[src/rtl/mrad_pkg.sv]
// package: region bases, attribute encodings and barrier types
package mrad_pkg;

  typedef enum logic [1:0] {
    MRAD_MT_NORMAL = 2'h0,
    MRAD_MT_DEVICE = 2'h1,
    MRAD_MT_STRONG = 2'h2
  } mrad_memtype_t;

  typedef enum logic [1:0] {
    MRAD_CP_NONE = 2'h0,
    MRAD_CP_WBAL = 2'h1,
    MRAD_CP_WTHR = 2'h2
  } mrad_cache_t;

  typedef enum logic [2:0] {
    MRAD_RG_CODE = 3'h0,
    MRAD_RG_SRAM = 3'h1,
    MRAD_RG_PERI = 3'h2,
    MRAD_RG_XRAM = 3'h3,
    MRAD_RG_XDEV = 3'h4,
    MRAD_RG_PPB  = 3'h5,
    MRAD_RG_VEND = 3'h6
  } mrad_region_t;

  typedef enum logic [1:0] {
    MRAD_BAR_NONE = 2'h0,
    MRAD_BAR_ORDER = 2'h1,
    MRAD_BAR_SYNC = 2'h2,
    MRAD_BAR_INSTR = 2'h3
  } mrad_barrier_t;

  // barrier engine states: each busy state sits one bit away from idle
  typedef enum logic [1:0] {
    MRAD_ST_IDLE = 2'h0,
    MRAD_ST_DRAIN = 2'h1,
    MRAD_ST_FLUSH = 2'h2
  } mrad_state_t;

  localparam logic [31:0] SRAM_BASE = 32'h2000_0000;
  localparam logic [31:0] PERI_BASE = 32'h4000_0000;
  localparam logic [31:0] XRAM_BASE = 32'h6000_0000;
  localparam logic [31:0] XRAM_WTHR_BASE = 32'h8000_0000;
  localparam logic [31:0] XDEV_BASE = 32'ha000_0000;
  localparam logic [31:0] XDEV_NS_BASE = 32'hc000_0000;
  localparam logic [31:0] PPB_BASE = 32'he000_0000;
  localparam logic [31:0] VEND_BASE = 32'he010_0000;

  localparam int OUTST_W = 4;
  localparam logic [3:0] OUTST_MAX = 4'hf;
  localparam logic [1:0] INSTR_FLUSH_CYC = 2'h1;

endpackage

[src/rtl/mrad_top.sv]
// memory region attribute decoder with barrier and ordering control
// Notes on behaviour
// - below sram base: code region, normal, executable, data allowed
// - from sram base: normal executable memory for data or code
// - from peripheral base: device memory, execute never
// - external ram normal; low half write-back allocate, high write-through
// - external device execute never; first half shareable, second not
// - private peripheral bus strongly-ordered, shareable, execute never
// - above private bus: vendor device memory, execute never
// - reordering only where sequence behaviour stays unchanged
// - data order barrier drains outstanding before later memory issue
// - data sync barrier drains outstanding before later instructions run
// - instruction sync barrier makes completed effects visible afterwards
// - strongly-ordered accesses ordered by hardware without barriers
// - fetch from execute-never region blocked, raises memory fault
// - device same-share and strongly-ordered pairs observed in order
module mrad_top (
  input wire logic i_ref_clk,
  input wire logic i_sys_rst,
  input wire logic [31:0] i_addr,
  input wire logic i_fetch,
  input wire logic i_req_valid,
  input wire logic i_resp_done,
  input wire mrad_pkg::mrad_barrier_t i_barrier,
  output mrad_pkg::mrad_region_t o_region,
  output mrad_pkg::mrad_memtype_t o_mem_type,
  output logic o_execute_never,
  output logic o_shareable,
  output mrad_pkg::mrad_cache_t o_cache_policy,
  output logic o_req_ready,
  output logic o_issue,
  output logic o_fetch_block,
  output logic o_mm_fault,
  output logic o_exec_hold,
  output logic o_pipe_flush,
  output logic o_barrier_done
);

  // ----------------------------------------------------------------
  // attribute decode
  // ----------------------------------------------------------------
  logic dec_strong;
  logic dec_device;

  mrad_decode u_decode (
    .i_addr(i_addr),
    .o_region(o_region),
    .o_mem_type(o_mem_type),
    .o_execute_never(o_execute_never),
    .o_shareable(o_shareable),
    .o_cache_policy(o_cache_policy)
  );

  assign dec_strong = (o_mem_type == mrad_pkg::MRAD_MT_STRONG);
  assign dec_device = (o_mem_type == mrad_pkg::MRAD_MT_DEVICE);

  // ----------------------------------------------------------------
  // ordering state
  // ----------------------------------------------------------------
  mrad_pkg::mrad_state_t st_r;
  mrad_pkg::mrad_state_t st_nxt;
  logic [mrad_pkg::OUTST_W-1:0] outst_r;
  logic [mrad_pkg::OUTST_W-1:0] outst_nxt;
  logic sync_r;
  logic sync_nxt;
  logic [1:0] flush_cnt_r;
  logic [1:0] flush_cnt_nxt;
  logic last_ord_r;
  logic last_ord_nxt;
  logic last_share_r;
  logic last_share_nxt;
  logic fault_r;
  logic fault_nxt;
  logic done_r;
  logic done_nxt;
  logic need_order;
  logic ord_block;
  logic fetch_noexec;
  logic data_ok;

  // device after device of matching share or after a shareable one, or any strong pairing, must
  // wait for the earlier one; normal accesses pass freely
  always_comb begin
    need_order = 1'b0;
    if (last_ord_r && (dec_strong || dec_device)) begin
      need_order = dec_strong || last_share_r == o_shareable ||
                   last_share_r;
    end
  end

  // strongly-ordered needs no barrier: it waits for the queue only behind a device or strong access
  assign ord_block = need_order && (outst_r != '0);
  assign fetch_noexec = i_fetch && o_execute_never;
  // normal accesses overlap freely; outstanding cap bounds reordering
  assign data_ok = (st_r == mrad_pkg::MRAD_ST_IDLE) && !ord_block &&
                   (outst_r != mrad_pkg::OUTST_MAX);
  assign o_req_ready = data_ok && !fetch_noexec;
  assign o_issue = i_req_valid && o_req_ready;
  assign o_fetch_block = fetch_noexec;
  assign o_mm_fault = fault_r;
  assign o_exec_hold = (st_r != mrad_pkg::MRAD_ST_IDLE) && sync_r;
  assign o_pipe_flush = (st_r == mrad_pkg::MRAD_ST_FLUSH);
  assign o_barrier_done = done_r;

  always_comb begin
    st_nxt = st_r;
    sync_nxt = sync_r;
    flush_cnt_nxt = flush_cnt_r;
    done_nxt = 1'b0;
    fault_nxt = i_req_valid && fetch_noexec;
    outst_nxt = outst_r;
    last_ord_nxt = last_ord_r;
    last_share_nxt = last_share_r;
    if (o_issue) begin
      last_ord_nxt = dec_strong || dec_device;
      last_share_nxt = o_shareable;
    end
    if (o_issue && !i_resp_done) begin
      outst_nxt = outst_r + 1'b1;
    end else if (!o_issue && i_resp_done && outst_r != '0) begin
      outst_nxt = outst_r - 1'b1;
    end
    case (st_r)
      mrad_pkg::MRAD_ST_IDLE: begin
        if (i_barrier == mrad_pkg::MRAD_BAR_ORDER ||
            i_barrier == mrad_pkg::MRAD_BAR_SYNC) begin
          st_nxt = mrad_pkg::MRAD_ST_DRAIN;
          sync_nxt = (i_barrier == mrad_pkg::MRAD_BAR_SYNC);
        end else if (i_barrier == mrad_pkg::MRAD_BAR_INSTR) begin
          st_nxt = mrad_pkg::MRAD_ST_FLUSH;
          flush_cnt_nxt = mrad_pkg::INSTR_FLUSH_CYC;
        end
      end
      mrad_pkg::MRAD_ST_DRAIN: begin
        if (outst_r == '0 || (outst_r == 4'h1 && i_resp_done)) begin
          st_nxt = mrad_pkg::MRAD_ST_IDLE;
          sync_nxt = 1'b0;
          done_nxt = 1'b1;
        end
      end
      mrad_pkg::MRAD_ST_FLUSH: begin
        if (flush_cnt_r == 2'h1) begin
          st_nxt = mrad_pkg::MRAD_ST_IDLE;
          done_nxt = 1'b1;
        end
        flush_cnt_nxt = flush_cnt_r - 2'h1;
      end
      default: begin
        st_nxt = mrad_pkg::MRAD_ST_IDLE;
      end
    endcase
  end

  always_ff @(posedge i_ref_clk or posedge i_sys_rst) begin
    if (i_sys_rst) begin
      st_r <= mrad_pkg::MRAD_ST_IDLE;
      outst_r <= '0;
      sync_r <= 1'b0;
      flush_cnt_r <= 2'h0;
      last_ord_r <= 1'b0;
      last_share_r <= 1'b0;
      fault_r <= 1'b0;
      done_r <= 1'b0;
    end else begin
      st_r <= st_nxt;
      outst_r <= outst_nxt;
      sync_r <= sync_nxt;
      flush_cnt_r <= flush_cnt_nxt;
      last_ord_r <= last_ord_nxt;
      last_share_r <= last_share_nxt;
      fault_r <= fault_nxt;
      done_r <= done_nxt;
    end
  end

  // ----------------------------------------------------------------
  // checks
  // ----------------------------------------------------------------
  a_ppb_attrs: assert property (
    @(posedge i_ref_clk) disable iff (i_sys_rst)
    (i_addr >= mrad_pkg::PPB_BASE && i_addr < mrad_pkg::VEND_BASE) |->
    (dec_strong && o_shareable && o_execute_never))
    else $error("private bus attributes wrong");

  a_xram_policy: assert property (
    @(posedge i_ref_clk) disable iff (i_sys_rst)
    (o_region == mrad_pkg::MRAD_RG_XRAM) |->
    (o_cache_policy == (i_addr[29] ? mrad_pkg::MRAD_CP_WBAL :
                        mrad_pkg::MRAD_CP_WTHR)))
    else $error("external ram policy wrong");

  a_xdev_share: assert property (
    @(posedge i_ref_clk) disable iff (i_sys_rst)
    (o_region == mrad_pkg::MRAD_RG_XDEV) |->
    (o_shareable == !i_addr[30] && o_execute_never))
    else $error("external device share wrong");

  a_low_exec: assert property (
    @(posedge i_ref_clk) disable iff (i_sys_rst)
    (i_addr < mrad_pkg::PERI_BASE) |->
    (!o_execute_never && o_mem_type == mrad_pkg::MRAD_MT_NORMAL))
    else $error("code or sram not executable");

  a_peri_dev: assert property (
    @(posedge i_ref_clk) disable iff (i_sys_rst)
    (i_addr[31:29] == 3'h2) |-> (dec_device && o_execute_never))
    else $error("peripheral attributes wrong");

  a_vend_dev: assert property (
    @(posedge i_ref_clk) disable iff (i_sys_rst)
    (i_addr >= mrad_pkg::VEND_BASE) |->
    (dec_device && !o_shareable && o_execute_never))
    else $error("vendor region attributes wrong");

  a_noexec_fault: assert property (
    @(posedge i_ref_clk) disable iff (i_sys_rst)
    (i_fetch && i_req_valid && o_execute_never) |->
    (!o_issue ##1 o_mm_fault))
    else $error("execute never fetch not faulted");

  a_order_drain: assert property (
    @(posedge i_ref_clk) disable iff (i_sys_rst)
    (st_r == mrad_pkg::MRAD_ST_DRAIN) |-> !o_issue)
    else $error("issue during barrier drain");

  a_sync_hold: assert property (
    @(posedge i_ref_clk) disable iff (i_sys_rst)
    (st_r == mrad_pkg::MRAD_ST_IDLE && i_barrier == mrad_pkg::MRAD_BAR_SYNC)
    |=> o_exec_hold)
    else $error("sync barrier did not hold");

  a_instr_flush: assert property (
    @(posedge i_ref_clk) disable iff (i_sys_rst)
    (st_r == mrad_pkg::MRAD_ST_IDLE && i_barrier == mrad_pkg::MRAD_BAR_INSTR)
    |=> o_pipe_flush ##1 o_barrier_done)
    else $error("instruction barrier flush wrong");

  a_strong_wait: assert property (
    @(posedge i_ref_clk) disable iff (i_sys_rst)
    (o_issue && dec_strong) |-> (outst_r == '0 || !last_ord_r))
    else $error("strong access overtook ordered");

endmodule

[src/rtl/mrad_decode.sv]
// combinational address to region attribute decode
module mrad_decode (
  input wire logic [31:0] i_addr,
  output mrad_pkg::mrad_region_t o_region,
  output mrad_pkg::mrad_memtype_t o_mem_type,
  output logic o_execute_never,
  output logic o_shareable,
  output mrad_pkg::mrad_cache_t o_cache_policy
);

  always_comb begin
    o_region = mrad_pkg::MRAD_RG_CODE;
    o_mem_type = mrad_pkg::MRAD_MT_NORMAL;
    o_execute_never = 1'b0;
    o_shareable = 1'b0;
    o_cache_policy = mrad_pkg::MRAD_CP_NONE;
    if (i_addr >= mrad_pkg::VEND_BASE) begin
      o_region = mrad_pkg::MRAD_RG_VEND;
      o_mem_type = mrad_pkg::MRAD_MT_DEVICE;
      o_execute_never = 1'b1;
    end else if (i_addr >= mrad_pkg::PPB_BASE) begin
      o_region = mrad_pkg::MRAD_RG_PPB;
      o_mem_type = mrad_pkg::MRAD_MT_STRONG;
      o_execute_never = 1'b1;
      o_shareable = 1'b1;
    end else if (i_addr >= mrad_pkg::XDEV_BASE) begin
      o_region = mrad_pkg::MRAD_RG_XDEV;
      o_mem_type = mrad_pkg::MRAD_MT_DEVICE;
      o_execute_never = 1'b1;
      o_shareable = (i_addr < mrad_pkg::XDEV_NS_BASE);
    end else if (i_addr >= mrad_pkg::XRAM_BASE) begin
      o_region = mrad_pkg::MRAD_RG_XRAM;
      o_cache_policy = (i_addr < mrad_pkg::XRAM_WTHR_BASE) ?
          mrad_pkg::MRAD_CP_WBAL : mrad_pkg::MRAD_CP_WTHR;
    end else if (i_addr >= mrad_pkg::PERI_BASE) begin
      o_region = mrad_pkg::MRAD_RG_PERI;
      o_mem_type = mrad_pkg::MRAD_MT_DEVICE;
      o_execute_never = 1'b1;
    end else if (i_addr >= mrad_pkg::SRAM_BASE) begin
      o_region = mrad_pkg::MRAD_RG_SRAM;
    end else begin
      o_region = mrad_pkg::MRAD_RG_CODE;
    end
  end

endmodule

[config.mk]
export PLATFORM = sky130hd
export DESIGN_NAME = mrad_top
export DESIGN_NICKNAME = d
export VERILOG_FILES = /design/src/rtl/mrad_pkg.sv /design/src/rtl/mrad_top.sv /design/src/rtl/mrad_decode.sv
export SDC_FILE = /design/constraint.sdc
export NUM_CORES = 1
export LEC_CHECK = 0
export BUFFER_PORTS_ARGS = -buffer_cell sky130_fd_sc_hd__buf_2
export CAP_MARGIN = 15
export CORE_MARGIN = 2
export CORE_UTILIZATION = 47
export CTS_CLUSTER_DIAMETER = 40
export DETAILED_ROUTE_END_ITERATION = 8
export GPL_TIMING_DRIVEN = 1
export PLACE_DENSITY = 0.84
export SKIP_CTS_REPAIR_TIMING = 1
export SYNTH_ARGS = -nofsm -noshare
export SYNTH_HDL_FRONTEND = slang
export SYNTH_SLANG_ARGS = --single-unit
[constraint.sdc]
create_clock -name i_ref_clk -period 4.32 [get_ports i_ref_clk]
set_input_delay 0.216 -clock i_ref_clk [delete_from_list [all_inputs] [get_ports i_ref_clk]]
set_output_delay 0.216 -clock i_ref_clk [all_outputs]
set_load 0.02 [all_outputs]
==> results of run 1 <==
-- state kept, by name (all words and copies together) (netlist names) --
signal          flops
last_ord_r          1
flush_cnt_r         2
o_mm_fault          1
outst_r             4
st_r                2
sync_r              1
last_share_r        1
o_barrier_done      1
-- report_power, final --
| part | switching (µW) | internal (µW) | leakage, µW |
|---|---|---|---|
| clock network | 43.6 | 35.9 | 0.0000150 |
| logic | 214 | 173 | 0.000467 |
| registers | 46.9 | 170 | 0.000163 |
-- placed cells by master, fill, tap and decap left out --
master	instances
mux2_2	5
nor3b_1	2
mux2i_1	3
a21oi_1	6
nand2b_1	2
xnor2_1	3
and4b_1	1
and4_2	1
or2_2	1
buf_2	34
a22o_1	3
o211ai_1	1
a22oi_1	1
a32o_1	1
o31ai_1	1
or3_1	1
or4_1	2
inv_1	12
nand2_1	10
o22ai_1	1
nor2_1	7
nand3_4	1
nand3_1	2
dfrtp_1	13
nand2_2	1
nor2b_1	3
nor3_1	3
nor4_1	2
a21o_1	1
ha_1	9
clkbuf_1	1
and2_1	1
a21o_2	1
or3b_4	1
dlygate4sd3_1	1
clkbuf_4	3
and3_1	2
nand4_4	1
o21ai_0	4
-- worst max path at each step --
stage / start / end / slack (ns) / depth (start not counted)
3_5_place_dp: outst_r[1] / outst_r[1] / 1.97 / 7
6_report: outst_r[1] / outst_r[1] / 1.97 / 7
4_1_cts: outst_r[1] / outst_r[1] / 1.96 / 7
3_3_place_gp: outst_r[1] / outst_r[1] / 2.02 / 7
2_1_floorplan: outst_r[1] / outst_r[1] / 2.15 / 7
5_1_grt: outst_r[1] / outst_r[1] / 1.85 / 7
-- area by class of cell --
class / instances / area [µm²]
timing repair buffer: 35 / 180.2
tap: 27 / 33.78
multi-input combinational: 84 / 626.9
fill: 163 / 744.5
clock buffer: 4 / 26.28
sequential: 13 / 325.3
inverter: 12 / 45.04
-- metrics by stage --
| stage | hold WS, ns | instance area, µm² | total power [µW] | worst slack (ns) | instances |
|---|---|---|---|---|---|
| after floorplan | 0.09296 | 1005 | 509.5 | 2.146 | 111 |
| after global placement | 0.2607 | 1201 | 579.8 | 2.021 | 170 |
| after detailed placement | 0.2701 | 1201 | 604.1 | 1.973 | 170 |
| after CTS | -0.04364 | 1227 | 685.3 | 1.959 | 174 |
| after global routing | 0.1819 | 1237 | 735.9 | 1.846 | 175 |
| final | 0.1783 | 1237 | 683.7 | 1.966 | 175 |
-- worst max-delay path, cell delays in order (launching register included) --
cell and delay [ns]:
dfrtp_1 0.42, inv_1 0.13, ha_1 0.23, or3b_4 0.44, nand4_4 0.12, nand3_4 0.15
and4b_1 0.24, or4_1 0.50
-- routing by layer --
layer,up-vias,wire length (µm)
met2,26,1223
li1,463,-
met5,-,0
met3,4,104
met4,0,21
met1,442,937
-- cells by family after synthesis --
kind of cell / after synthesis
AOI/OAI and AO/OA: 20
muxes: 8
and+or+nand+nor: 44
adders and majority gates: 9
xor gates and xnor gates: 3
DFF: 13
buffers and inverters: 14
==> run summary, run 1 <==
status: completed
Die W: 50.24 µm
Startpoint Class: flip-flop
Critical Path End Type: flip-flop
clk buf depth: 2
Synth Instances: 111
top cells by count, synth: dfrtp_1, inv_1, nand2_1
total power per unit cell area: 552.5 mW/mm²
global-route met2 utilization: 36.18%
CTS tree: yes
Synth Flop Type: dfrtp_1
share of cells above drive strength 1: 33.11%
Post-Route WL: 2287 µm
number of sinks on the clock net: 13
Worst EP required: 4.49 ns
Setup violations, final: 0
IO Port Bufs: 34
HP Start: i_req_valid
Setup Crit Path Kind: flip-flop to flip-flop
simple-gate area share of the yosys netlist: 26.90%
fmax: 424.9 MHz
post-synthesis net count: 159
met3 usage: 5.357%
Max-slew headroom: 66.39%
number of CTS-inserted buffers: 3
most used routing layer: met2
Yosys Warn Count: 0
Final Hold Viols: 0
worst hold path cell count: 2
Post-synth EDFFs: 0
post-synthesis average cell area: 9.051 µm²
top cells by area, synth: dfrtp_1, ha_1, mux2_2
R2R setup slack: 1.97 ns
GR Overflow Total: 0
Max Cap Viol: 0
Seq/Total Area, Yosys: 32.38%
largest net degree at the start of global routing: 14
setup TNS: 0 ns
DR vias/cell: 5.343
Worst-Skew Late Latency: 0.29 ns
Area Growth Syn to Fin: 23.16%
number of top-level pins: 55
gp weighted congestion: 0.8370
first-pass GRT wire length: 3746 µm
Synth top area share: 32.38%
HP Class: input port to flip-flop
vias in the first global route: 890
largest family of logic cells by synthesized area: simple AND/OR/NAND/NOR gates
total number of vias: 935
Rows: 16
CP max FO: 10
Synth Register Bits: 13
FF-to-FF Start: outst_r[1]
mux contribution to synthesized area: 8.593%
WL per Instance: 13.07 µm
RSZ-0062 raised after global routing: false
post-DP HPWL: 1798 µm
Total GRT Usage: 19.48%
fin util: 62.44%
Core Box Area: 0.001982 mm²
Reg-to-Reg End: outst_r[1]
most common cell in the netlist: dfrtp_1
chip height: 50.24 µm
antenna violations before repair: 0
post-synthesis adder-cell area fraction: 11.21%
Synth Area in Compound Gates: 13.08%
Final #Nets: 197
H-tree Lvls: 1
post-synthesis cell type count: 36
Worst VDD drop: 0.3763 mV
Yosys top cell by area: dfrtp_1
Final Cycle Share: 54.48%
Clk pin slew, worst setup/hold paths: 0.08 ns
Worst R2R Path Depth: 7
Worst-Margin Slew: 0.5037 ns
xor and xnor area share after synthesis: 2.615%
WP data arrival: 2.52 ns
CTS root buf: clkbuf_4
DRT antenna net count: 0
fraction of registers with async set/reset: 100.0%
First-pass DRT Iterations: 4
clock skew: 0.004246 ns
residual DRC count: 0
Starting Density: 50.69%
Syn Std Cell Area: 0.001005 mm²
max-slew violations: 0
DR iter-0 viols: 11
diode count: 0
min Tclk post-route: 2.354 ns
die area: 0.002524 mm²
Hold Crit Endpoint: o_mm_fault
met1 global-route usage: 21.46%
static leakage: 0.0006453 µW
Power figures use the tool's default switching activity.
==> run 2, diff against run 1 <==
--- a/config.mk
+++ b/config.mk
@@ -8,11 +8,11 @@
 export BUFFER_PORTS_ARGS = -buffer_cell sky130_fd_sc_hd__buf_2
 export CAP_MARGIN = 15
 export CORE_MARGIN = 2
-export CORE_UTILIZATION = 47
+export CORE_UTILIZATION = 40
 export CTS_CLUSTER_DIAMETER = 40
 export DETAILED_ROUTE_END_ITERATION = 8
 export GPL_TIMING_DRIVEN = 1
-export PLACE_DENSITY = 0.84
+export PLACE_DENSITY = 0.76
 export SKIP_CTS_REPAIR_TIMING = 1
 export SYNTH_ARGS = -nofsm -noshare
 export SYNTH_HDL_FRONTEND = slang
==> constraint.sdc (replaced) <==
create_clock -name i_ref_clk -period 2.1 [get_ports i_ref_clk]
set_input_delay 0.105 -clock i_ref_clk [delete_from_list [all_inputs] [get_ports i_ref_clk]]
set_output_delay 0.105 -clock i_ref_clk [all_outputs]
set_load 0.02 [all_outputs]
==> run 2 against run 1 <==
  * First-iteration DRC count increased by 36%
  * Clock-buffer cell count unchanged
  * Cell area grew 7.2%
  * Routed wire length is 6.6% lower
  * Maximum frequency grew 17%
  * Clock power grew 98%
  * Total power increased by 130%
  * Sequential power is 95% higher
  * Critical path type unchanged
  * Critical endpoint unchanged
  * Largest power group unchanged
==> run summary, run 2 (synthesized netlist as in run 1, its figures left out) <==
status: completed
residual DRC count: 0
Max Cap Viol: 0
Startpoint Class: flip-flop
min Tclk post-route: 2.010 ns
share of power burned in registers: 27.4%
commonest non-fill, non-tap cell in the layout: buf_2
vias in the first global route: 839
Sw Ratio: 41.83%
Max-slew headroom: 66.08%
Clk pwr share: 10.2%
Final #Nets: 206
CTS tree: yes
chip height: 54.12 µm
WL per Instance: 11.43 µm
Setup violations, final: 0
Worst-Margin Slew: 0.5082 ns
GR Overflow Total: 0
DR vias/cell: 5.070
Area Growth Syn to Fin: 32.00%
total power per unit cell area: 1169 mW/mm²
Final Cycle Share: 95.70%
clk buf depth: 2
clock skew: 0.004547 ns
post-DP HPWL: 1758 µm
Worst-Skew Late Latency: 0.28 ns
Rows: 18
Die W: 54.12 µm
dpl cells: 179
static leakage: 0.0006851 µW
CP max stage delay: 0.40 ns
largest register by flop count: outst_r
Worst EP required: 2.25 ns
Total GRT Usage: 16.44%
Clk pin slew, worst setup/hold paths: 0.08 ns
commonest cells after routing, fill and taps aside: buf_2, dfrtp_1, nand2_1, inv_1, buf_4
cell internal pwr: 901.5 µW
share of cells above drive strength 1: 39.49%
Worst VDD drop: 0.6355 mV
H-tree Lvls: 1
WP data arrival: 2.16 ns
max reg flops: 4
total number of vias: 948
Buf+Inv Stages, Crit Path: 2
First-pass DRT Iterations: 4
combinational fraction of design power: 62.4%
antenna violations before repair: 0
Final Power: 1550 µW
CP max stage cell: or3b_4
CP max FO: 6
HP Class: input port to flip-flop
Regs by FF count: outst_r: 4 flops, flush_cnt_r: 2 flops, st_r: 2 flops
Net Sw Power: 648.4 µW
Finished Layout Cells: 187
Post-Route WL: 2137 µm
Setup Crit Path Kind: flip-flop to flip-flop
Critical Path End Type: flip-flop
fmax: 497.6 MHz
die area: 0.002928 mm²
largest net degree at the start of global routing: 14
gp weighted congestion: 0.7628
max-slew violations: 0
IO Port Bufs: 34
number of top-level pins: 55
critical path, cell by cell: inv_2 > ha_4 > or3b_4 > nand4_4 > nand3_4 > buf_4 > nor3b_1 > or4_1
DRT antenna net count: 0
first-pass GRT wire length: 3436 µm
Final Hold Viols: 0
Core Box Area: 0.002432 mm²
diode count: 0
Crit path max-delay family: simple AND/OR/NAND/NOR gates
CTS root buf: clkbuf_4
number of CTS-inserted buffers: 3
Starting Density: 41.31%
number of sinks on the clock net: 13
DR iter-0 viols: 15
-- run 2: changes by cell type in the layout (fill, tap and decap cells not counted) --
cell	before	now
and3_1	2	1
buf_4	0	9
and3_4	0	1
ha_4	0	1
ha_1	9	8
inv_1	12	10
inv_2	0	2
-- run 2: worst reg2reg max path, cell delays in order, from the launching register on --
cell     delay [ns]
dfrtp_1        0.39
inv_2          0.08
ha_4           0.15
or3b_4         0.40
nand4_4        0.09
nand3_4        0.08
buf_4          0.16
nor3b_1        0.13
or4_1          0.40
-- run 2: worst paths after layout --
| check | from | to | slack, ns | depth (start not counted) |
|---|---|---|---|---|
| setup / recovery | outst_r[0] | outst_r[1] | 0.09 | 8 |
| hold / removal | i_req_valid | o_mm_fault | 0.08 | 2 |
| setup reg to reg | outst_r[0] | outst_r[1] | 0.09 | 8 |
| hold reg to reg | flush_cnt_r[1] | flush_cnt_r[1] | 0.50 | 1 |
| max in group asynchronous | i_sys_rst | outst_r[1] | 1.36 | 3 |
| min in group asynchronous | i_sys_rst | sync_r | 0.39 | 3 |
-- run 2: final cells by class --
class / count / area, µm²
clock buffer: 4 / 26.28
fill: 217 / 1106
inverter: 12 / 45.04
multi-input combinational: 84 / 644.4
sequential: 13 / 325.3
tap: 30 / 37.54
timing repair buffer: 44 / 247.7
-- run 2: power by group through the flow --
stage / Combinational, µW / Clock [µW] / Sequential (µW)
after floorplan: 632 / 0 / 442
after global placement: 885 / 0 / 425
after detailed placement: 919 / 0 / 432
after CTS: 925 / 164 / 426
after global routing: 1080 / 177 / 443
final: 967 / 158 / 424
-- run 2: metal layers --
metal | up-vias | track usage, % | part of all wire [%]
met5 | - | 0 | 0
met4 | 0 | 9.167 | 2.2
met3 | 4 | 1.944 | 4.8
met2 | 30 | 28.25 | 46
met1 | 427 | 19.70 | 47
li1 | 487 | - | -
-- run 2: metrics by stage --
step                      hold slack (ns)  instance area (µm²)  setup TNS [ns]  util, %  setup WS, ns
after floorplan                  -0.01804                 1017               0        -       0.02724
after global placement             0.1538                 1262               0    51.90       0.06596
after detailed placement           0.1684                 1262               0    51.90       0.03645
after CTS                         -0.1403                 1289               0    52.98       0.02049
after global routing              0.07713                 1326       -0.002980    54.53     -0.002980
final                             0.08242                 1326               0    54.53       0.09032
==> run 3, diff against run 2 <==
==> constraint.sdc (replaced) <==
create_clock -name i_ref_clk -period 2.1 [get_ports i_ref_clk]
set_input_delay 0.105 -clock i_ref_clk [delete_from_list [all_inputs] [get_ports i_ref_clk]]
set_output_delay 0.105 -clock i_ref_clk [all_outputs]
set_load 0.05 [all_outputs]
==> run 3 against run 2 <==
  * Total power up 8.1%
  * Maximum frequency did not move
  * Critical path depth did not move
  * Die area unchanged
  * Non-clock buffer count is the same
  * Critical endpoint unchanged
  * Highest routed layer unchanged
==> run summary, run 3 (synthesized netlist as in run 1, its figures left out) <==
Starting Density: 41.31%
static leakage: 0.0006864 µW
Sw Ratio: 45.71%
Clk pin slew, worst setup/hold paths: 0.08 ns
Worst-Skew Late Latency: 0.28 ns
max reg flops: 4
WL per Instance: 11.49 µm
fmax: 497.6 MHz
met3 usage: 1.944%
largest net degree at the start of global routing: 14
residual DRC count: 0
Worst-Margin Slew: 0.5079 ns
gp weighted congestion: 0.7628
CTS root buf: clkbuf_4
clock skew: 0.004622 ns
Final #Nets: 206
Filler cells: 217
Max Cap Viol: 0
Core Box Area: 0.002432 mm²
die area: 0.002928 mm²
Die W: 54.12 µm
post-DP HPWL: 1758 µm
total power per unit cell area: 1252 mW/mm²
critical path, cell by cell: inv_2 > ha_4 > or3b_4 > nand4_4 > nand3_4 > buf_4 > nor3b_1 > or4_1
chip height: 54.12 µm
Final Hold Viols: 0
CP max FO: 6
WP data arrival: 2.16 ns
H-tree Lvls: 1
Startpoint Class: flip-flop
Area Growth Syn to Fin: 33.25%
vias in the first global route: 839
Regs by FF count: outst_r: 4 flops, flush_cnt_r: 2 flops, st_r: 2 flops
commonest non-fill, non-tap cell in the layout: buf_2
IO Port Bufs: 34
Post-Route WL: 2148 µm
Rows: 18
CP max stage delay: 0.40 ns
DRT antenna net count: 0
number of top-level pins: 55
most used routing layer: met2
final setup margin: 0.09032 ns
Net Sw Power: 766.1 µW
Max-slew headroom: 66.10%
Final Cycle Share: 95.70%
status: completed
Setup violations, final: 0
cell internal pwr: 909.7 µW
dpl ws: 0.03645 ns
Fin Hold WS: 0.08243 ns
Worst EP required: 2.25 ns
DR vias/cell: 5.059
CP max stage cell: or3b_4
R2R setup slack: 0.09 ns
Total GRT Usage: 16.44%
commonest cells after routing, fill and taps aside: buf_2, dfrtp_1, nand2_1, inv_1, buf_4
total number of vias: 946
max-slew violations: 0
DR iter-0 viols: 16
Setup Crit Path Kind: flip-flop to flip-flop
CTS tree: yes
largest register by flop count: outst_r
clk buf depth: 2
Worst VDD drop: 0.7092 mV
number of sinks on the clock net: 13
share of cells above drive strength 1: 40.13%
met1 global-route usage: 19.70%
first-pass GRT wire length: 3436 µm
First-pass DRT Iterations: 4
HP Class: input port to flip-flop
min Tclk post-route: 2.010 ns
Clk pwr share: 9.5%
share of power burned in registers: 25.3%
combinational fraction of design power: 65.2%
Critical Path End Type: flip-flop
antenna violations before repair: 0
number of CTS-inserted buffers: 3
diode count: 0
global-route met2 utilization: 28.25%
GR Overflow Total: 0
[run 3: cell count changes in the layout (fill, tap and decap cells not counted)]
cell    delta
buf_2      -1
nor4_1     -1
buf_6      +1
nor4_2     +1
[run 3: layer usage]
metal / vias to the layer above / share of wire [%]
met5: - / 0
met3: 4 / 4.7
met1: 426 / 47
met4: 0 / 2.2
met2: 30 / 46
li1: 486 / -
[run 3: final cells by class]
cell class / instances / area [µm²] / area share, %
Sequential cell: 13 / 325.3 / 24.30
Multi-Input combinational cell: 84 / 650.6 / 48.60
Clock buffer: 4 / 26.28 / 1.963
Timing Repair Buffer: 44 / 254.0 / 18.97
Tap cell: 30 / 37.54 / 2.804
Inverter: 12 / 45.04 / 3.364
[run 3: through the flow]
| step | setup TNS (ns) | std cells | area [µm²] | total power [µW] | util (%) |
|---|---|---|---|---|---|
| detailed placement | 0 | 179 | 1262 | 1466 | 51.90 |
| global placement | 0 | 179 | 1262 | 1424 | 51.90 |
| finish | 0 | 187 | 1339 | 1676 | 55.04 |
| floorplan | -0.004338 | 111 | 1017 | 1190 | - |
| global route | -0.002980 | 187 | 1339 | 1828 | 55.04 |
| CTS | -0.01826 | 183 | 1289 | 1630 | 52.98 |
[run 3: path summary, 6_finish.rpt]
| kind | from | endpoint | depth (start not counted) |
|---|---|---|---|
| setup reg to reg | outst_r[0] | outst_r[1] | 8 |
| min in group asynchronous | i_sys_rst | sync_r | 3 |
| hold / removal | i_req_valid | o_mm_fault | 2 |
| setup / recovery | outst_r[0] | outst_r[1] | 8 |
| max in group asynchronous | i_sys_rst | outst_r[1] | 3 |
| hold reg to reg | flush_cnt_r[1] | flush_cnt_r[1] | 1 |
[run 3: power by group through the flow]
stage | clock [µW] | combinational, µW | sequential (µW)
floorplan | 0 | 730 | 460
global placement | 0 | 1000 | 425
detailed placement | 0 | 1030 | 432
CTS | 164 | 1040 | 426
global route | 177 | 1210 | 443
finish | 158 | 1090 | 424
[run 3: critical path: cells and delay by family, from the launching register on]
kind	cells	cell delay (ns)
flip-flops	1	0.39
adder cells (fa/ha/maj)	1	0.14
buffers and inverters	2	0.24
AND/OR/NAND/NOR	5	1.10
